==> config.mk <==
export PLATFORM = sky130hd
export DESIGN_NAME = pic_ctrl
export DESIGN_NICKNAME = d
export VERILOG_FILES = /design/src/pic_pkg.sv /design/src/pic_ctrl.sv /design/src/pic_edge.sv
export SDC_FILE = /design/constraint.sdc
export NUM_CORES = 1
export LEC_CHECK = 0
export ABC_CLOCK_PERIOD_IN_PS = 4000
export BUFFER_PORTS_ARGS = -buffer_cell sky130_fd_sc_hd__buf_2
export CORE_MARGIN = 5
export CORE_UTILIZATION = 27
export DETAILED_ROUTE_END_ITERATION = 8
export SLEW_MARGIN = 20
export SYNTH_ARGS = -nofsm -noshare
export SYNTH_HDL_FRONTEND = slang
export SYNTH_SLANG_ARGS = --single-unit
==> constraint.sdc <==
create_clock -name clk -period 4 [get_ports clk]
set_clock_uncertainty 0.05 [all_clocks]
set_input_delay 0.4 -clock clk [delete_from_list [all_inputs] [get_ports clk]]
set_output_delay 0.4 -clock clk [all_outputs]
set_load 0.02 [all_outputs]
==> src/pic_pkg.sv <==
// pic_pkg: constants, register map, vector table and helpers of the interrupt controller
// assumes a 32-bit axi4-lite master and an 8-bit program memory with one cycle read latency
package pic_pkg;

  // register byte offsets on the axi4-lite bus
  localparam int          AXI_AW        = 8;
  localparam logic [7:0]  OFF_CTRL      = 8'h00;
  localparam logic [7:0]  OFF_PEND      = 8'h04;
  localparam logic [7:0]  OFF_PEND_OR   = 8'h08;
  localparam logic [7:0]  OFF_PEND_AND  = 8'h0c;
  localparam logic [7:0]  OFF_PRIO      = 8'h10;
  localparam logic [7:0]  OFF_PORT      = 8'h14;
  localparam logic [7:0]  OFF_STATUS    = 8'h18;
  localparam logic [1:0]  RESP_OKAY     = 2'h0;
  localparam logic [1:0]  RESP_SLVERR   = 2'h2;

  // field layout
  localparam int          CTRL_EN_BIT   = 0;
  localparam int          PORT_SEL_LSB  = 0;
  localparam int          PORT_EDGE_LSB = 4;
  localparam int          PORT_C0_BIT   = 12;
  localparam int          STAT_VEC_LSB  = 0;
  localparam int          STAT_ID_LSB   = 16;
  localparam int          STAT_REQ_BIT  = 24;
  localparam int          STAT_EXC_LSB  = 25;

  // maskable sources, index order is fixed priority within a level (0 highest)
  localparam int          NSRC          = 16;
  localparam int          NPERIPH       = 9;
  localparam int          SRC_PORT_C0   = 10;
  localparam int          SRC_PORT_B    = 11;
  localparam int          SRC_PORT_A0   = 12;
  localparam int          NPAIR         = 4;
  localparam logic [1:0]  LVL_OFF       = 2'h0;
  localparam int          LVL_MAX       = 3;

  // system exceptions, bit order is fixed priority (0 highest)
  localparam int          NEXC          = 5;
  localparam int          EXC_RESET     = 0;
  localparam int          EXC_WDT       = 1;
  localparam int          EXC_POSC      = 2;
  localparam int          EXC_WOSC      = 3;
  localparam int          EXC_ILL       = 4;
  localparam logic [4:0]  EXC_INIT      = 5'h01;
  localparam logic [4:0]  ID_EXC_BASE   = 5'h10;
  localparam logic [4:0]  ID_RESET      = 5'h10;
  localparam logic [4:0]  ID_WDT        = 5'h11;
  localparam logic [4:0]  ID_POSC       = 5'h12;
  localparam logic [4:0]  ID_WOSC       = 5'h13;
  localparam logic [4:0]  ID_ILL        = 5'h14;

  // vector base addresses
  localparam logic [15:0] VEC_RESET     = 16'h0002;
  localparam logic [15:0] VEC_WDT       = 16'h0004;
  localparam logic [15:0] VEC_ILL       = 16'h0006;
  localparam logic [15:0] VEC_POSC      = 16'h003a;
  localparam logic [15:0] VEC_WOSC      = 16'h003c;
  localparam logic [15:0] VEC_MASK_BASE = 16'h0008;
  localparam logic [15:0] VEC_ODD       = 16'h0001;

  // pin edge detector lanes
  localparam int          EDGE_W        = 13;
  localparam int          EDGE_PA_LSB   = 0;
  localparam int          EDGE_PB_LSB   = 8;
  localparam int          EDGE_C0       = 12;

  typedef enum logic [1:0] {FETCH_IDLE, FETCH_HI, FETCH_LO, FETCH_DONE} pic_fetch_t;

  // vector of a source id; maskable vectors step by two bytes
  function automatic logic [15:0] pic_vec_of(input logic [4:0] id);
    case (id)
      ID_RESET: pic_vec_of = VEC_RESET;
      ID_WDT:   pic_vec_of = VEC_WDT;
      ID_POSC:  pic_vec_of = VEC_POSC;
      ID_WOSC:  pic_vec_of = VEC_WOSC;
      ID_ILL:   pic_vec_of = VEC_ILL;
      default:  pic_vec_of = VEC_MASK_BASE + {11'h000, id[3:0], 1'b0};
    endcase
  endfunction : pic_vec_of

  // byte-lane merge of write data under wstrb
  function automatic logic [31:0] pic_merge(input logic [31:0] old, input logic [31:0] wd, input logic [3:0] strb);
    pic_merge = old;
    for (int b = 0; b < 4; b++) begin
      if (strb[b]) begin
        pic_merge[8*b +: 8] = wd[8*b +: 8];
      end
    end
  endfunction : pic_merge

endpackage : pic_pkg

==> src/pic_ctrl.sv <==
// pic_ctrl: prioritizing interrupt controller with axi4-lite registers and vector fetch
// assumes an axi4-lite master, a cpu that acks the presented request, and a program
// memory that returns pm_data one cycle after pm_rd/pm_addr are sampled
// Contract
// - reset and system exceptions always outrank any maskable request
// - vector entry is two bytes, high at even address, low at odd
// - reset, watchdog and illegal trap vector at 0002h, 0004h, 0006h
// - primary oscillator fail at 003AH, watchdog oscillator fail at 003CH
// - maskable sources from 0008h in steps of two, fixed descending order
// - port C0 at 001CH, port B low nibble at 001EH on both edges
// - four port A pair sources at 0020h to 0026H, reserved range lowest
// - pair select 0 routes lower pin, 1 routes upper pin
// - per-pin edge select 0 falling, 1 rising
// - global enable clear blocks every maskable request
// - enable set by enable, return instruction or writing 1
// - enable cleared by disable, ack, write 0, reset, trap, illegal trap
// - system exceptions except watchdog ignore the global enable
// - level 3 beats 2 beats 1, fixed order within a level
// - request sets pending bit, vectoring clears it
// - writing 0 to a pending bit clears only that bit
// - writing 1 to a pending bit raises it like hardware
//
// Our own choices: the address map and the AXI4-Lite register port.
module pic_ctrl
  import pic_pkg::*;
(
  input  wire logic                clk,
  input  wire logic                reset,
  input  wire logic [AXI_AW-1:0]   s_axi_awaddr,
  input  wire logic                s_axi_awvalid,
  output logic                     s_axi_awready,
  input  wire logic [31:0]         s_axi_wdata,
  input  wire logic [3:0]          s_axi_wstrb,
  input  wire logic                s_axi_wvalid,
  output logic                     s_axi_wready,
  output logic [1:0]               s_axi_bresp,
  output logic                     s_axi_bvalid,
  input  wire logic                s_axi_bready,
  input  wire logic [AXI_AW-1:0]   s_axi_araddr,
  input  wire logic                s_axi_arvalid,
  output logic                     s_axi_arready,
  output logic [31:0]              s_axi_rdata,
  output logic [1:0]               s_axi_rresp,
  output logic                     s_axi_rvalid,
  input  wire logic                s_axi_rready,
  input  wire logic                cpu_ack,
  input  wire logic                enable_irq_instruction,
  input  wire logic                disable_irq_instruction,
  input  wire logic                return_from_service_instruction,
  input  wire logic                trap_instruction,
  input  wire logic [NPERIPH-1:0]  periph_irq,
  input  wire logic                watchdog_event,
  input  wire logic                illegal_instr_trap,
  input  wire logic                primary_osc_fail,
  input  wire logic                watchdog_osc_fail,
  input  wire logic [7:0]          port_a,
  input  wire logic [3:0]          port_b,
  input  wire logic                port_c0,
  output logic                     irq_request,
  output logic [15:0]              irq_vector,
  output logic [4:0]               irq_source_id,
  output logic                     pm_rd,
  output logic [15:0]              pm_addr,
  input  wire logic [7:0]          pm_data,
  output logic                     handler_valid,
  output logic [15:0]              handler_addr
);

  typedef struct packed {
    logic              awready;
    logic              wready;
    logic              bvalid;
    logic [1:0]        bresp;
    logic              arready;
    logic              rvalid;
    logic [31:0]       rdata;
    logic [1:0]        rresp;
    logic              aw_full;
    logic [AXI_AW-1:0] aw_addr;
    logic              w_full;
    logic [31:0]       w_data;
    logic [3:0]        w_strb;
    logic              en;
    logic [NSRC-1:0]   pend;
    logic [2*NSRC-1:0] prio;
    logic [NPAIR-1:0]  pair_sel;
    logic [7:0]        edge_sel;
    logic              c0_edge;
    logic [NEXC-1:0]   exc;
    logic              req;
    logic [4:0]        id;
    logic [15:0]       vec;
    pic_fetch_t        fstate;
    logic              pm_rd;
    logic [15:0]       pm_addr;
    logic [7:0]        hi;
    logic              hv;
    logic [15:0]       haddr;
  } pic_st_t;

  pic_st_t          st_reg;
  pic_st_t          st_next;
  logic [EDGE_W-1:0] rise;
  logic [EDGE_W-1:0] fall;
  logic [NSRC-1:0]  hw_set;
  logic [NSRC-1:0]  pend_sw;
  logic [NSRC-1:0]  ack_mask;
  logic [NEXC-1:0]  exc_clr;
  logic [NEXC-1:0]  exc_live;
  logic [31:0]      wmerge;
  logic [2:0]       pa_pin;
  logic [4:0]       exc_idx;
  logic             do_write;
  logic             do_ack;
  logic             en_wr1;
  logic             en_wr0;

  // port pins: a[7:0], b[3:0], c0
  pic_edge u_edge (
    .clk   (clk),
    .reset (reset),
    .pins  ({port_c0, port_b, port_a}),
    .rise  (rise),
    .fall  (fall)
  );

  // next state: bus slave, request bits, enable, resolver, vector fetch
  always_comb begin
    st_next  = st_reg;
    hw_set   = '0;
    ack_mask = '0;
    exc_clr  = '0;
    wmerge   = '0;
    pa_pin   = '0;
    exc_idx  = '0;
    en_wr1   = 1'b0;
    en_wr0   = 1'b0;
    st_next.hv = 1'b0;

    // hardware request sources
    hw_set[NPERIPH-1:0] = periph_irq;
    // port c0 edge select, port b any edge
    hw_set[SRC_PORT_C0] = st_reg.c0_edge ? rise[EDGE_C0] : fall[EDGE_C0];
    hw_set[SRC_PORT_B]  = |(rise[EDGE_PB_LSB +: 4] | fall[EDGE_PB_LSB +: 4]);
    for (int k = 0; k < NPAIR; k++) begin
      // pair routing 7/3 down to 4/0
      pa_pin = st_reg.pair_sel[3-k] ? 3'(7-k) : 3'(3-k);
      hw_set[SRC_PORT_A0+k] = st_reg.edge_sel[pa_pin] ? rise[EDGE_PA_LSB+pa_pin] : fall[EDGE_PA_LSB+pa_pin];
    end

    // write channels taken independently, answered when both are held
    if (st_reg.awready && s_axi_awvalid) begin
      st_next.aw_full = 1'b1;
      st_next.aw_addr = s_axi_awaddr;
    end
    if (st_reg.wready && s_axi_wvalid) begin
      st_next.w_full = 1'b1;
      st_next.w_data = s_axi_wdata;
      st_next.w_strb = s_axi_wstrb;
    end
    do_write = st_reg.aw_full && st_reg.w_full && !st_reg.bvalid;
    pend_sw  = st_reg.pend;
    if (do_write) begin
      st_next.aw_full = 1'b0;
      st_next.w_full  = 1'b0;
      st_next.bvalid  = 1'b1;
      st_next.bresp   = RESP_OKAY;
      case (st_reg.aw_addr)
        OFF_CTRL: begin
          en_wr1 = st_reg.w_strb[0] && st_reg.w_data[CTRL_EN_BIT];
          en_wr0 = st_reg.w_strb[0] && !st_reg.w_data[CTRL_EN_BIT];
        end
        OFF_PEND: begin
          // plain store of 0 clears, 1 raises
          wmerge  = pic_merge({16'h0000, st_reg.pend}, st_reg.w_data, st_reg.w_strb);
          pend_sw = wmerge[NSRC-1:0];
        end
        OFF_PEND_OR: begin
          // atomic set, untouched lanes act as zero
          wmerge  = pic_merge('0, st_reg.w_data, st_reg.w_strb);
          pend_sw = st_reg.pend | wmerge[NSRC-1:0];
        end
        OFF_PEND_AND: begin
          // atomic clear, untouched lanes act as ones
          wmerge  = pic_merge('1, st_reg.w_data, st_reg.w_strb);
          pend_sw = st_reg.pend & wmerge[NSRC-1:0];
        end
        OFF_PRIO: begin
          st_next.prio = pic_merge(st_reg.prio, st_reg.w_data, st_reg.w_strb);
        end
        OFF_PORT: begin
          wmerge = pic_merge({19'h00000, st_reg.c0_edge, st_reg.edge_sel, st_reg.pair_sel},
                             st_reg.w_data, st_reg.w_strb);
          st_next.pair_sel = wmerge[PORT_SEL_LSB +: NPAIR];
          st_next.edge_sel = wmerge[PORT_EDGE_LSB +: 8];
          st_next.c0_edge  = wmerge[PORT_C0_BIT];
        end
        OFF_STATUS: begin
        end
        default: begin
          st_next.bresp = RESP_SLVERR;
        end
      endcase
    end
    if (st_reg.bvalid && s_axi_bready) begin
      st_next.bvalid = 1'b0;
    end
    // no new write is taken while a response is pending
    st_next.awready = !st_next.aw_full && !st_next.bvalid;
    st_next.wready  = !st_next.w_full && !st_next.bvalid;

    // read channel, one outstanding read
    if (st_reg.arready && s_axi_arvalid) begin
      st_next.rvalid = 1'b1;
      st_next.rresp  = RESP_OKAY;
      st_next.rdata  = '0;
      case (s_axi_araddr)
        OFF_CTRL:     st_next.rdata[CTRL_EN_BIT] = st_reg.en;
        OFF_PEND,
        OFF_PEND_OR,
        OFF_PEND_AND: st_next.rdata[NSRC-1:0] = st_reg.pend;
        OFF_PRIO:     st_next.rdata = st_reg.prio;
        OFF_PORT:     st_next.rdata[PORT_C0_BIT:0] = {st_reg.c0_edge, st_reg.edge_sel, st_reg.pair_sel};
        OFF_STATUS: begin
          st_next.rdata[STAT_VEC_LSB +: 16]  = st_reg.vec;
          st_next.rdata[STAT_ID_LSB +: 5]    = st_reg.id;
          st_next.rdata[STAT_REQ_BIT]        = st_reg.req;
          st_next.rdata[STAT_EXC_LSB +: NEXC] = st_reg.exc;
        end
        default:      st_next.rresp = RESP_SLVERR;
      endcase
    end
    if (st_reg.rvalid && s_axi_rready) begin
      st_next.rvalid = 1'b0;
    end
    st_next.arready = !st_next.rvalid;

    // ack of the presented source clears its bit and starts the fetch
    do_ack = cpu_ack && st_reg.req && (st_reg.fstate == FETCH_IDLE);
    if (do_ack) begin
      if (st_reg.id >= ID_EXC_BASE) begin
        exc_idx = st_reg.id - ID_EXC_BASE;
        exc_clr[exc_idx[2:0]] = 1'b1;
      end else begin
        ack_mask[st_reg.id[3:0]] = 1'b1;
      end
      st_next.fstate  = FETCH_HI;
      st_next.pm_rd   = 1'b1;
      st_next.pm_addr = st_reg.vec;
    end
    // hardware set wins over software and ack clears
    st_next.pend = (pend_sw & ~ack_mask) | hw_set;
    st_next.exc  = (st_reg.exc & ~exc_clr) |
                   {illegal_instr_trap, watchdog_osc_fail, primary_osc_fail, watchdog_event, 1'b0};

    // clearing events win over setting events
    st_next.en = (st_reg.en | enable_irq_instruction | return_from_service_instruction | en_wr1) &
                 ~(disable_irq_instruction | do_ack | en_wr0 | trap_instruction | illegal_instr_trap);

    // resolve on the post-update state so the presentation never shows a served source
    st_next.req = 1'b0;
    st_next.id  = '0;
    // level ascending, index descending: last match is the winner
    for (int lvl = 1; lvl <= LVL_MAX; lvl++) begin
      for (int i = NSRC - 1; i >= 0; i--) begin
        if (st_next.en && st_next.pend[i] && st_next.prio[2*i +: 2] == 2'(lvl)) begin
          st_next.req = 1'b1;
          st_next.id  = 5'(i);
        end
      end
    end
    // only the watchdog exception honours the enable
    exc_live = st_next.exc;
    exc_live[EXC_WDT] = st_next.exc[EXC_WDT] && st_next.en;
    for (int e = NEXC - 1; e >= 0; e--) begin
      if (exc_live[e]) begin
        st_next.req = 1'b1;
        st_next.id  = ID_EXC_BASE + 5'(e);
      end
    end
    st_next.vec = st_next.req ? pic_vec_of(st_next.id) : '0;

    // fetch high byte at even address, then low byte at odd
    case (st_reg.fstate)
      FETCH_IDLE: begin
      end
      FETCH_HI: begin
        st_next.pm_addr = st_reg.pm_addr | VEC_ODD;
        st_next.fstate  = FETCH_LO;
      end
      FETCH_LO: begin
        st_next.hi     = pm_data;
        st_next.pm_rd  = 1'b0;
        st_next.fstate = FETCH_DONE;
      end
      FETCH_DONE: begin
        st_next.hv     = 1'b1;
        st_next.haddr  = {st_reg.hi, pm_data};
        st_next.fstate = FETCH_IDLE;
      end
      default: st_next.fstate = FETCH_IDLE;
    endcase
  end

  // reset clears the enable and leaves only the reset exception pending
  always_ff @(posedge clk) begin
    if (reset) begin
      st_reg     <= '0;
      st_reg.exc <= EXC_INIT;
    end else begin
      st_reg <= st_next;
    end
  end

  // outputs straight from the state register
  assign s_axi_awready = st_reg.awready;
  assign s_axi_wready  = st_reg.wready;
  assign s_axi_bvalid  = st_reg.bvalid;
  assign s_axi_bresp   = st_reg.bresp;
  assign s_axi_arready = st_reg.arready;
  assign s_axi_rvalid  = st_reg.rvalid;
  assign s_axi_rdata   = st_reg.rdata;
  assign s_axi_rresp   = st_reg.rresp;
  assign irq_request   = st_reg.req;
  assign irq_vector    = st_reg.vec;
  assign irq_source_id = st_reg.id;
  assign pm_rd         = st_reg.pm_rd;
  assign pm_addr       = st_reg.pm_addr;
  assign handler_valid = st_reg.hv;
  assign handler_addr  = st_reg.haddr;

  // checks on the pending bits, the enable, the presented request and the fetch
  // the presentation registers only catch up one edge after reset release
  a_exc_over_mask: assert property (@(posedge clk) disable iff (reset)
    (!$past(reset) && (st_reg.exc & ~(NEXC'(!st_reg.en) << EXC_WDT)) != '0)
      |-> (irq_request && irq_source_id >= ID_EXC_BASE))
    else $error("maskable source shown over a pending exception");
  a_vec_byte_order: assert property (@(posedge clk) disable iff (reset)
    handler_valid |-> handler_addr == {$past(pm_data, 2), $past(pm_data)})
    else $error("handler address bytes out of order");
  a_fixed_exc_vec: assert property (@(posedge clk) disable iff (reset)
    (irq_request && irq_source_id == ID_RESET) |-> irq_vector == VEC_RESET)
    else $error("reset vector wrong");
  a_osc_fail_vec: assert property (@(posedge clk) disable iff (reset)
    (irq_request && irq_source_id == ID_POSC) |-> irq_vector == VEC_POSC)
    else $error("oscillator fail vector wrong");
  a_mask_vec_step: assert property (@(posedge clk) disable iff (reset)
    (irq_request && irq_source_id < ID_EXC_BASE) |-> irq_vector == VEC_MASK_BASE + {10'h000, irq_source_id, 1'b0})
    else $error("maskable vector wrong");
  a_port_b_edge: assert property (@(posedge clk) disable iff (reset)
    (port_b != $past(port_b)) |=> st_reg.pend[SRC_PORT_B])
    else $error("port b edge not recorded");
  a_pair_rise_sel: assert property (@(posedge clk) disable iff (reset)
    (!st_reg.pair_sel[0] && st_reg.edge_sel[0] && port_a[0] && !$past(port_a[0])) |=> st_reg.pend[SRC_PORT_A0+3])
    else $error("port a rising edge lost");
  a_global_gate: assert property (@(posedge clk) disable iff (reset)
    (irq_request && irq_source_id < ID_EXC_BASE) |-> st_reg.en)
    else $error("maskable request shown while disabled");
  a_enable_set: assert property (@(posedge clk) disable iff (reset)
    (enable_irq_instruction && !disable_irq_instruction && !trap_instruction && !illegal_instr_trap && !cpu_ack)
      && !en_wr0 |=> st_reg.en)
    else $error("enable instruction did not set enable");
  a_ack_disables: assert property (@(posedge clk) disable iff (reset)
    (cpu_ack && irq_request && st_reg.fstate == FETCH_IDLE) |=> (!st_reg.en ##1 pm_rd ##1 !pm_rd))
    else $error("ack did not disable or fetch");
  a_nmi_no_gate: assert property (@(posedge clk) disable iff (reset)
    primary_osc_fail |=> irq_request && irq_source_id >= ID_EXC_BASE)
    else $error("oscillator fail not presented");
  a_request_sets: assert property (@(posedge clk) disable iff (reset)
    periph_irq[0] |=> st_reg.pend[0])
    else $error("peripheral request lost");

  c_mask_served: cover property (@(posedge clk) disable iff (reset)
    cpu_ack && irq_request && irq_source_id < ID_EXC_BASE ##4 handler_valid);
  c_exc_served: cover property (@(posedge clk) disable iff (reset)
    cpu_ack && irq_request && irq_source_id == ID_ILL);
  c_level_three: cover property (@(posedge clk) disable iff (reset)
    irq_request && irq_source_id < ID_EXC_BASE && st_reg.prio[2*irq_source_id[3:0] +: 2] == 2'(LVL_MAX));

endmodule : pic_ctrl

==> src/pic_edge.sv <==
// pic_edge: rise and fall detection on the port pins
// assumes pins are synchronous to clk; first cycle after reset reports no edge
module pic_edge
  import pic_pkg::*;
(
  input  wire logic              clk,
  input  wire logic              reset,
  input  wire logic [EDGE_W-1:0] pins,
  output logic      [EDGE_W-1:0] rise,
  output logic      [EDGE_W-1:0] fall
);

  typedef struct packed {
    logic [EDGE_W-1:0] prev;
  } pic_edge_st_t;

  pic_edge_st_t edge_reg;
  pic_edge_st_t edge_next;

  // previous sample; reset loads the pins so no false edge after release
  always_comb begin
    edge_next      = edge_reg;
    edge_next.prev = pins;
  end

  always_ff @(posedge clk) begin
    if (reset) begin
      edge_reg.prev <= pins;
    end else begin
      edge_reg <= edge_next;
    end
  end

  // edges against the stored sample
  assign rise = pins & ~edge_reg.prev;
  assign fall = ~pins & edge_reg.prev;

endmodule : pic_edge

# Word level (Yosys, flattened, before mapping)
# Cells that the tools add are included.
# op_classes
add_sub_neg,2
n_mul,0
div,0
magnitude_cmp,13
eq_ne,68
shift,0
muxes,145
n_bitwise,24
n_reduce_logical,100
# op_table
operator,count
2-to-1 mux 6 bit,53
2-to-1 mux 8 bit,19
logical AND 1 bit,80
"== test 2 bit, second input constant",34
"== test 8 x 5 -> 1 bit, second input constant",6
2-to-1 mux 16 bit,3
case mux 12 bit (4 select lines),1
case mux 16 bit (3 select lines),1
2-to-1 mux 45 bit,1
2-to-1 mux 37 bit,1
binary-select mux 1 bit (select 3 bit),12
2-to-1 mux 35 bit,1
"== test 2 x 1 -> 1 bit, second input constant",17
bitwise AND 16 bit,2
"== test 8 x 4 -> 1 bit, second input constant",4
2-to-1 mux 32 bit,1
OR 16 bit,2
case mux 6 bit (5 select lines),1
2-to-1 mux 1 bit,28
bitwise AND 13 bit,2
NOT 13 bit,2
"== test 5 bit, second input constant",5
"< comparator 3 x 4 -> 1 bit, second input constant",5
"< comparator 3 x 5 -> 1 bit, second input constant",4
40 further kinds,67
# word_totals
ff_bits,233
latch_bits,0
mem_bits_rw,0
mem_bits_ro,0
memories,0

# Logic depth before layout (Yosys ltp)
# Gate-level depths: netlist of run 1.
# depth
depth_word,66
ltp_mapped,19

# Modules after synthesis
# From an unflattened synthesis of run 1, not the netlist that was laid out.
# hier_totals
cells_unflattened,1346
hier_area_um2,11250.8
# by_module_without_submodules
module,n_inst,cells_per_inst,area_each_um2,seq_area_each_um2
pic_ctrl,1,1307,10762.8,3943.8
pic_edge,1,39,488.0,260.2

# Least setup slack after synthesis of run 1
# OpenSTA, ideal clock, no wires.
# synth_path
path_kind,flip-flop to flip-flop
from,register st_reg[171] in the netlist's numbering
to,register st_reg (netlist bit irq_vector[1])
setup_ps,86
t_arrival_ps,3653
t_required_ps,3864
setup_slack_ps,211
path_stages_with_launch,18
n_path_buf,2
path_cell_list,dfxtp_1 > or3_1 > buf_2 > or4_1 > buf_2 > a32o_1 > a21oi_4 > o32ai_1 > or2_1 > nand2b_1 > a311o_1 > nand3_2 > o221a_4 > inv_2 > ha_1 > o21ai_0 > a31oi_1 > a211oi_1
# synth_via
elab_chain_cells,65
elab_cells_between_ends,196
# synth_lines
element,line,rtl
start: declaration,pic_ctrl.sv:101,pic_st_t st_reg;
start signal: assignment,pic_ctrl.sv:311,st_reg <= st_next;
logical NOT 8 bit,pic_ctrl.sv:168,case (st_reg.aw_addr)
2-to-1 mux 1 bit,pic_ctrl.sv:168,
2-to-1 mux 1 bit,pic_ctrl.sv:163,if (do_write) begin
OR 1 bit (3 in series),pic_ctrl.sv:258,~(disable_irq_instruction | do_ack | en_wr0 | trap_instruction | illegal_instr_trap);
NOT 1 bit,pic_ctrl.sv:258,
bitwise AND 1 bit,pic_ctrl.sv:257,st_next.en = (st_reg.en | enable_irq_instruction | return_from_service_instruction | en_wr1) &
logical AND 1 bit (2 in series),pic_ctrl.sv:266,if (st_next.en && st_next.pend[i] && st_next.prio[2*i +: 2] == 2'(lvl)) begin
2-to-1 mux 6 bit (48 in series),pic_ctrl.sv:266,
2-to-1 mux 6 bit (3 in series),pic_ctrl.sv:276,if (exc_live[e]) begin
2-to-1 mux 6 bit (*) (2 in series),pic_ctrl.sv:276,
"adder 4 x 5 -> 6 bit, or another cell as far along",pic_pkg.sv:77,"default: pic_vec_of = VEC_MASK_BASE + {11'h000, id[3:0], 1'b0};"
case mux 6 bit (5 select lines) or OR reduction 2 bit (tied branches),--,
# Mark *: on every way between the ends. The rest lies on a longest branch, timed or not.
# A chain may end at the register's enable or synchronous reset.

# Worst setup path in the final report of run 1
# layout_path
from,register st_reg[177] in the netlist's numbering
to,register st_reg (netlist bit irq_vector[2])
# The elaborated chain is that of the path after synthesis.

==> flow_summary_export.csv, run 1 <==
group,metric,value,unit
status,status,"finished clean",
sta,fmax,257.7,MHz
routing,drtIter0Drc,814,
global_route,gr-total-overflow,0,
cells_and_area,finish.utilization,0.3540,
clock_tree,cts_sinks,210,
critical_path,ff2ff_setup_slack,120,ps
cells_and_area,drive_above_1_share,0.2866,
placement,dpl_cell_area,12820,um2
power,total_power,5655,uW
critical_path,arrival,4230,ps
synthesis,synth_common_cells,"212 x nand2_1, 210 x dfxtp_1, 157 x nor2_1",
sta,setup_viol_count_final,0,
cells_and_area,largest_reg_flops,123,
placement,hpwl,33160,um
sta,tightest_slew,1084,ps
critical_path,start_kind,"register",
clock_tree,cts-root-buf,"clkbuf_16",
routing,first_pass_iters,5,
synthesis,yosysWarnings,0,
synthesis,synth-main-ff-cell,"dfxtp_1",
routing,num_vias,10858,
synthesis,netlist_area,11090,um2
clock_tree,htreeDepth,1,
cells_and_area,final_area,14420,um2
die,die_w,212.6,um
synthesis,synth_top_area_cell,"dfxtp_1",
routing,drt_wl_total,42420,um
routing,drc_errors,0,
synthesis,yosysTopAreaCellShare,0.3792,
cells_and_area,nFillCells,4304,
synthesis,ys_ff_latch,210,
critical_path,end_kind,"register",
routing,ant_nets,0,
critical_path,reg2reg_from,"st_reg[177]",
global_route,grt_util_all_layers,0.1778,
global_route,grt_max_degree,111,
clock_tree,clock_latency,540,ps
die,start_util,0.2721,
critical_path,crit_start,"st_reg[177]",
die,dieArea,45210,um2
synthesis,avgSynthCellArea,7.958,um2
sta,min_period_over_period,0.9701,
critical_path,critPathCapture,"irq_vector[2]",
min_path,min_path_type,"in2reg",
power,p_per_area,392.2,nW/um2
cells_and_area,layout.nets,1721,
sta,relSlewSlack,0.2776,
synthesis,synth-edff-count,0,
placement,port_buffers,171,
power,irDropWorstVdd,220.8,uV
clock_tree,cts.path.max_buffers,3,
critical_path,worstReg2RegEnd,"irq_vector[2]",
die,core,40740,um2
placement,gp_congestion,0.9538,
sta,hold_viol,0,
die,rows,74,
die,die_h,212.6,um
clock_tree,clk_pin_slew,60,ps
cells_and_area,area_delta_synth_final,30.08,%
synthesis,synthCells,1393,
sta,rsz0062_at_grt,"true",
global_route,grt_pass1_wl,62630,um
critical_path,path_class,"reg2reg",
synthesis,synth_cell_types,84,
critical_path,critical_path_required,4350,ps
routing,wl_per_cell,19.59,um
cells_and_area,diodes,0,
global_route,grt_pass1_vias,10413,
critical_path,crit_fanout,4,
die,ios,195,
synthesis,yosysMostFrequentCell,"nand2_1",
run,drv_cap,0,
global_route,antenna_found_initial,0,
sta,slew_violations,0,
sta,period_minus_slack,3881,ps
power,p_leak,0.005690,uW
synthesis,synth.area.top_cells,"dfxtp_1 38%, nand2_1 7.2%, buf_4 6.0%",
critical_path,reg2reg_depth,13,
clock_tree,cts_tree,"yes",
clock_tree,cts_buffers,25,
synthesis,ys_seq_area_frac,0.3792,
synthesis,async_flop_share,0,
routing,viasPerCell,5.015,
-- layout by cell type (no fill, tap or decap), types with 7 or more instances in the layout --
| cell type | n |
|---|---|
| o211ai_1 | 9 |
| nand2_1 | 212 |
| dlygate4sd3_1 | 13 |
| or3_1 | 10 |
| nor3_1 | 37 |
| a211oi_1 | 13 |
| inv_1 | 25 |
| conb_1 | 23 |
| mux2_2 | 16 |
| and3b_1 | 8 |
| clkbuf_16 | 25 |
| nor3b_1 | 20 |
| and3_1 | 11 |
| nor2b_1 | 9 |
| mux2i_1 | 52 |
| nand3_1 | 21 |
| buf_2 | 170 |
| a221oi_1 | 21 |
| nand3b_1 | 21 |
| nor2_1 | 150 |
| a31oi_1 | 15 |
| and2_1 | 11 |
| o21ai_0 | 35 |
| buf_6 | 8 |
| o21ai_1 | 10 |
| nand4_1 | 7 |
| nand2b_1 | 19 |
| a21oi_1 | 111 |
| dfxtp_1 | 204 |
| buf_4 | 144 |
-- repair_timing --
action,CTS,global route
resized for setup,22,82
setup endpoints to repair,4,6
hold endpoints to repair,13,0
setup buffers,3,16
gates cloned,0,1
hold buffers,13,0
pin swaps,7,29
-- layout make-up --
cell class,instances,area [um2],share of cell area
timing repair buffer,338,2212,0.1534
sequential,210,4212,0.2921
inverter,26,97.59,0.006768
clock buffer,33,715.7,0.04963
tap,532,665.6,0.04616
multi-input combinational,1016,6360,0.4410
clock inverter,10,157.7,0.01093
-- how the worst min path moves through the flow --
| stage | startpoint | end | slack [ps] | cells past startpoint |
|---|---|---|---|---|
| 3_5_place_dp | s_axi_rdata[31] | s_axi_rdata[31] | 400 | 2 |
| 2_1_floorplan | port_a[0] | u_edge.edge_reg[0] | 380 | 0 |
| 4_1_cts | s_axi_wstrb[0] | st_reg[133] | 20 | 3 |
| 6_report | s_axi_wstrb[0] | st_reg[133] | 40 | 3 |
| 5_1_grt | s_axi_wdata[10] | st_reg[147] | 50 | 3 |
| 3_3_place_gp | s_axi_rdata[31] | s_axi_rdata[31] | 390 | 2 |
-- power breakdown --
part / internal [uW] / switching [uW] / leakage [uW] / total, uW
clock: 1510 / 925 / 0.000422 / 2430
combinational: 379 / 538 / 0.00355 / 917
sequential: 2210 / 99.1 / 0.00172 / 2310
-- metrics by stage --
stage                     worst slack, ps  TNS (ps)  std cells  hold WS (ps)
final                               119.4         0       2165         43.09
after global routing               -42.98    -57.81       2165         49.47
after CTS                           2.111         0       2149         24.56
after detailed placement           -188.9    -386.4       2090         395.1
after global placement             -105.2    -233.5       2090         390.1
after floorplan                     211.0         0       1415         377.7
-- metal layers --
layer  vias up  global-route usage  part of all wire  wire (um)
met3        67             0.02671             0.066       2810
met1      5149              0.2469              0.45      18970
met2       356              0.2850              0.46      19370
met5         -                   0                 0          0
li1       5286                   -                 -          -
met4         0             0.05672             0.030       1271
-- critical path: stages, from the launching register on --
cell       delay, ps
dfxtp_2          320
buf_6            120
buf_4            120
or4b_4           520
or3_1            460
or3_1            330
a211o_1          350
o21ai_1          390
a2111oi_4         80
buf_4            170
o211ai_1         250
a21oi_1          140
a21oi_1          280
a311oi_2         140
-- cell families (layout without fill, tap and decap cells) --
group,count (synthesis),after routing,synth area share
other,1,23,0.0003383
flip-flops,210,210,0.3792
XOR/XNOR,5,5,0.003950
buffers and inverters,189,407,0.09548
AND/OR/NAND/NOR,605,605,0.2661
adder cells (fa/ha/maj),6,6,0.006772
multiplexers,70,70,0.06512
AO/OA/AOI/OAI,307,307,0.1830
(Power assumes the default switching activity.)
==> run 2: changes to the inputs <==
--- a/config.mk
+++ b/config.mk
@@ -6,10 +6,11 @@
 export NUM_CORES = 1
 export LEC_CHECK = 0
 export ABC_CLOCK_PERIOD_IN_PS = 4000
-export BUFFER_PORTS_ARGS = -buffer_cell sky130_fd_sc_hd__buf_2
+export BUFFER_PORTS_ARGS = -buffer_cell sky130_fd_sc_hd__clkbuf_2
 export CORE_MARGIN = 5
 export CORE_UTILIZATION = 27
 export DETAILED_ROUTE_END_ITERATION = 8
+export REMOVE_ABC_BUFFERS = 1
 export SLEW_MARGIN = 20
 export SYNTH_ARGS = -nofsm -noshare
 export SYNTH_HDL_FRONTEND = slang
==> flow_summary_export.csv, run 2 (synthesis gave the netlist of run 1 again) <==
group,metric,value,unit
routing,ant_nets,0,
critical_path,worst-path-buf-inv,1,
routing,met2_length,18510,um
critical_path,crit_path_max_incr_delay,530,ps
critical_path,reg2reg_from,"st_reg[175]",
routing,viasPerCell,5.008,
clock_tree,clock_latency,540,ps
critical_path,path_class,"reg2reg",
cells_and_area,final_area,13890,um2
routing,drtIter0Drc,683,
critical_path,crit_top_cell,"nor2_1",
routing,drc_errors,0,
clock_tree,cts_sinks,210,
critical_path,cp_slowest_cell,"or4_4",
sta,tightest_slew,936.2,ps
routing,first_pass_iters,5,
min_path,min_to,"st_reg[157]",
routing,num_vias,10681,
global_route,gr-total-overflow,0,
global_route,antenna_found_initial,0,
global_route,grt_max_degree,184,
placement,gp_congestion,0.9255,
critical_path,cp_top_family,"simple AND/OR/NAND/NOR gates",
placement,dpl_cell_area,12720,um2
die,start_util,0.2721,
clock_tree,cts_tree,"yes",
sta,rsz0062_at_grt,"false",
placement,hpwl,30520,um
routing,drt_wl_total,39620,um
clock_tree,cts-root-buf,"clkbuf_16",
die,die_w,212.6,um
cells_and_area,finish.utilization,0.3409,
min_path,holdPathStages,3,
critical_path,worstReg2RegEnd,"irq_vector[2]",
cells_and_area,largest_reg_flops,123,
power,p_leak,0.005403,uW
cells_and_area,layout.nets,1687,
die,rows,74,
critical_path,start_kind,"register",
die,ios,195,
sta,relSlewSlack,0.3758,
status,status,"finished clean",
sta,tns,0,ps
power,p_per_area,397.4,nW/um2
sta,hold_viol,0,
run,drv_cap,0,
cells_and_area,drive_above_1_share,0.2455,
critical_path,reg2reg_depth,15,
sta,period_minus_slack,3841,ps
critical_path,crit_path_cell_trace,"or3_1 -> buf_4 -> or4_4 -> a31oi_2 -> a21oi_1 -> a21bo_2 -> or4_4 -> nand3_1 -> a211oi_1 -> o211ai_1 -> ha_2 -> nor2_1 -> nor2_1 -> nor2_1 -> a311oi_1",
global_route,grt_pass1_vias,10316,
min_path,min_path_type,"in2reg",
placement,port_buffers,171,
critical_path,end_kind,"register",
global_route,grt_pass1_wl,59610,um
sta,min_period_over_period,0.9603,
cells_and_area,area_delta_synth_final,25.29,%
critical_path,ff2ff_setup_slack,160,ps
cells_and_area,nFillCells,4332,
die,core,40740,um2
min_path,hp-start,"s_axi_wdata[20]",
cells_and_area,diodes,0,
sta,setup_viol_count_final,0,
die,die_h,212.6,um
routing,top_layer,"met4",
global_route,grt_util_all_layers,0.1666,
routing,m1WireLength,17890,um
clock_tree,htreeDepth,1,
routing,wl_per_cell,18.57,um
sta,fmax,260.3,MHz
critical_path,crit_fanout,7,
sta,hold_slack,33.52,ps
sta,slew_violations,0,
clock_tree,clk_pin_slew,60,ps
clock_tree,cts_buffers,26,
die,dieArea,45210,um2
cells_and_area,final_cell_mix,"212 x nand2_1, 209 x dfxtp_1, 170 x clkbuf_2",
routing,wl_met3,2280,um
power,irDropWorstVdd,305.0,uV
cells_and_area,final_common_cell,"nand2_1",
critical_path,arrival,4230,ps
power,total_power,5520,uW
critical_path,critical_path_required,4390,ps
clock_tree,cts.path.max_buffers,3,
-- run 2: cell count changes in the layout (fill, tap and decap cells not counted), moves of 5 or more --
| cell | delta |
|---|---|
| buf_6 | -8 |
| dfxtp_2 | -5 |
| dfxtp_1 | +5 |
| buf_2 | -170 |
| clkbuf_2 | +170 |
| nor2_1 | +6 |
| buf_4 | -31 |
-- run 2: where the power goes --
part | internal (uW) | switching (uW) | total [uW]
sequential | 2210 | 101 | 2310
combinational | 343 | 508 | 851
clock | 1440 | 923 | 2360
-- run 2: worst max path at each step --
stage	from	to	slack, ps	depth (start not counted)
after floorplan	st_reg[172]	irq_vector[1]	-480	14
after global placement	st_reg[171]	irq_vector[2]	90	14
after detailed placement	st_reg[42]	irq_vector[2]	40	15
after CTS	st_reg[42]	irq_vector[2]	4	15
after global routing	st_reg[173]	irq_vector[2]	0.5	17
final	st_reg[175]	irq_vector[2]	160	15
-- run 2: stage by stage --
step                worst slack [ps]  cells
CTS                            4.443   2131
finish                         158.9   2133
floorplan                     -479.1   1252
detailed placement             42.97   2072
global route                  0.4898   2133
global placement               90.52   2072
-- run 2: worst reg2reg max path: cells and delay by family (launching register included) --
| family | cells | cell delay [ps] |
|---|---|---|
| simple gates | 7 | 1780 |
| compound gates | 6 | 1130 |
| flops | 1 | 350 |
| fa+ha+maj | 1 | 240 |
| buf+inv | 1 | 180 |
-- run 2: repair_timing --
action | CTS | global route
setup endpoints to repair | 0 | 6
endpoints found under the hold margin | 13 | 0
hold buffers | 13 | 0
resized for setup | 0 | 33
setup buffers | 0 | 2
-- run 2: cell type report --
class	count	area (um2)	area share
clock buffer	37	753.2	0.05423
clock inverter	9	108.9	0.007837
inverter	26	97.59	0.007026
multi-input combinational	1016	6090	0.4384
sequential	210	4205	0.3028
tap	532	665.6	0.04792
timing repair buffer	303	1969	0.1418
-- run 2: metal layers --
metal,up-vias,GRT usage
li1,5225,-
met1,5092,0.2271
met2,304,0.2775
met3,60,0.02538
met4,0,0.04215
met5,-,0
==> run 3: changes to the inputs <==
--- a/config.mk
+++ b/config.mk
@@ -7,9 +7,10 @@
 export LEC_CHECK = 0
 export ABC_CLOCK_PERIOD_IN_PS = 4000
 export BUFFER_PORTS_ARGS = -buffer_cell sky130_fd_sc_hd__clkbuf_2
-export CORE_MARGIN = 5
+export CORE_MARGIN = 3
 export CORE_UTILIZATION = 27
 export DETAILED_ROUTE_END_ITERATION = 8
+export PLACE_DENSITY_LB_ADDON = 0.25
 export REMOVE_ABC_BUFFERS = 1
 export SLEW_MARGIN = 20
 export SYNTH_ARGS = -nofsm -noshare
==> flow_summary_export.csv, run 3 (synthesis gave the netlist of run 1 again) <==
group,metric,value,unit
die,dieArea,43520,um2
sta,fmax,259.2,MHz
clock_tree,htreeDepth,1,
sta,rsz0062_at_grt,"true",
clock_tree,cts-root-buf,"clkbuf_16",
global_route,grt_util_all_layers,0.1846,
clock_tree,cts_sinks,210,
cells_and_area,finish.utilization,0.3560,
critical_path,crit_path_cell_trace,"or3_4 -> buf_6 -> or4_4 -> and3_4 -> nor2_4 -> nor3_2 -> or2_1 -> or4_4 -> nand3_2 -> a211oi_1 -> o211ai_1 -> ha_2 -> nor2_2 -> nor2_2 -> nor2_1 -> a311oi_1",
placement,gp_congestion,0.9526,
critical_path,critical_path_required,4400,ps
global_route,grt_pass1_wl,63440,um
run,drv_cap,0,
die,start_util,0.2758,
critical_path,cp_slowest_cell,"or4_4",
placement,hpwl,32090,um
global_route,gr-total-overflow,0,
critical_path,arrival,4260,ps
critical_path,path_class,"reg2reg",
placement,port_buffers,171,
sta,relSlewSlack,0.3409,
critical_path,end_kind,"register",
clock_tree,clk_pin_slew,60,ps
power,total_power,5525,uW
routing,first_pass_iters,5,
sta,slew_violations,0,
sta,tns,0,ps
routing,drc_errors,0,
clock_tree,clock_latency,550,ps
die,die_h,208.6,um
power,p_leak,0.005631,uW
power,irDropWorstVdd,307.7,uV
clock_tree,cts.path.max_buffers,3,
min_path,min_path_type,"in2reg",
routing,drtIter0Drc,853,
die,rows,73,
sta,tightest_slew,988.7,ps
global_route,antenna_found_initial,0,
sta,hold_viol,0,
power,p_per_area,386.1,nW/um2
critical_path,crit_path_max_incr_delay,540,ps
cells_and_area,largest_reg_flops,123,
die,die_w,208.6,um
sta,period_minus_slack,3858,ps
routing,viasPerCell,5.025,
clock_tree,cts_buffers,26,
status,status,"finished clean",
die,core,40190,um2
cells_and_area,drive_above_1_share,0.2821,
routing,wl_per_cell,19.49,um
global_route,grt_max_degree,83,
placement,dpl_cell_area,12980,um2
critical_path,worst-path-buf-inv,1,
critical_path,start_kind,"register",
routing,ant_nets,0,
placement,pre_cts_slack,-37.78,ps
routing,drt_wl_total,42430,um
sta,min_period_over_period,0.9646,
cells_and_area,final_cell_mix,"211 x nand2_1, 205 x dfxtp_1, 170 x clkbuf_2",
critical_path,crit_fanout,7,
global_route,grt_pass1_vias,10509,
cells_and_area,final_area,14310,um2
clock_tree,cts_tree,"yes",
cells_and_area,final_common_cell,"nand2_1",
critical_path,cp_top_family,"simple AND/OR/NAND/NOR gates",
cells_and_area,diodes,0,
routing,num_vias,10940,
die,ios,195,
cells_and_area,area_delta_synth_final,29.07,%
sta,setup_viol_count_final,0,
cells_and_area,layout.nets,1736,
sta,setup_slack,141.6,ps
-- run 3: cell types whose count changed in the layout (fill, tap and decap cells not counted), moves of 4 or more --
cell	before	now
o21ai_0	39	34
clkinvlp_4	1	5
buf_4	113	158
dfxtp_1	209	205
buf_12	7	3
dlygate4sd3_1	13	17
o21ai_1	8	13
-- run 3: worst register-to-register path, cell delays in order, from the launching register on --
cell	delay, ps
dfxtp_4	360
or3_4	390
buf_6	150
or4_4	540
and3_4	210
nor2_4	120
nor3_2	60
or2_1	260
or4_4	450
nand3_2	80
a211oi_1	70
o211ai_1	270
ha_2	280
nor2_2	60
nor2_2	140
nor2_1	60
a311oi_1	210
-- run 3: worst paths after layout --
kind | slack, ps | cells after the start | endpoint | start
max | 140 | 16 | irq_vector[2] | st_reg[171]
min | 20 | 3 | st_reg[153] | s_axi_wdata[16]
max reg2reg | 140 | 16 | irq_vector[2] | st_reg[171]
min reg2reg | 400 | 2 | s_axi_rdata[30] | s_axi_rdata[30]
-- run 3: routing by layer --
metal	track usage	vias to the layer above	wire length (um)
li1	-	5312	-
met1	0.2575	5254	19950
met2	0.2999	305	19350
met3	0.02537	69	2012
met4	0.05150	0	1118
met5	0	-	0
-- run 3: through the flow --
| step | hold WS (ps) | std cells |
|---|---|---|
| floorplan | 377.7 | 1252 |
| global placement | 394.2 | 2106 |
| detailed placement | 397.6 | 2106 |
| CTS | 0.3518 | 2171 |
| global route | 10.76 | 2177 |
| finish | 21.90 | 2177 |
-- run 3: layout make-up --
type | count | area [um2]
multi-input cells | 1017 | 6192
well taps | 525 | 656.9
inverters | 26 | 97.59
repair buffers | 351 | 2301
flip-flops and latches | 210 | 4213
fillers | 4310 | 25880
clock buffers | 37 | 773.2
clock inverters | 11 | 75.07
-- run 3: what timing repair did --
item	4_1_cts	5_1_grt
gates cloned	0	1
hold buffers	17	0
gates resized for setup	4	62
pin swaps	2	11
endpoints found under the hold margin	17	0
endpoints found under the setup margin	3	7
buffers inserted	0	5
-- run 3: report_power, final --
group / leakage (uW) / switching (uW) / internal [uW] / total [uW]
Combinational: 0.00351 / 529 / 375 / 904
Sequential: 0.00172 / 97.8 / 2210 / 2310
Clock: 0.000406 / 967 / 1350 / 2320
Total: 0.00563 / 1590 / 3930 / 5520
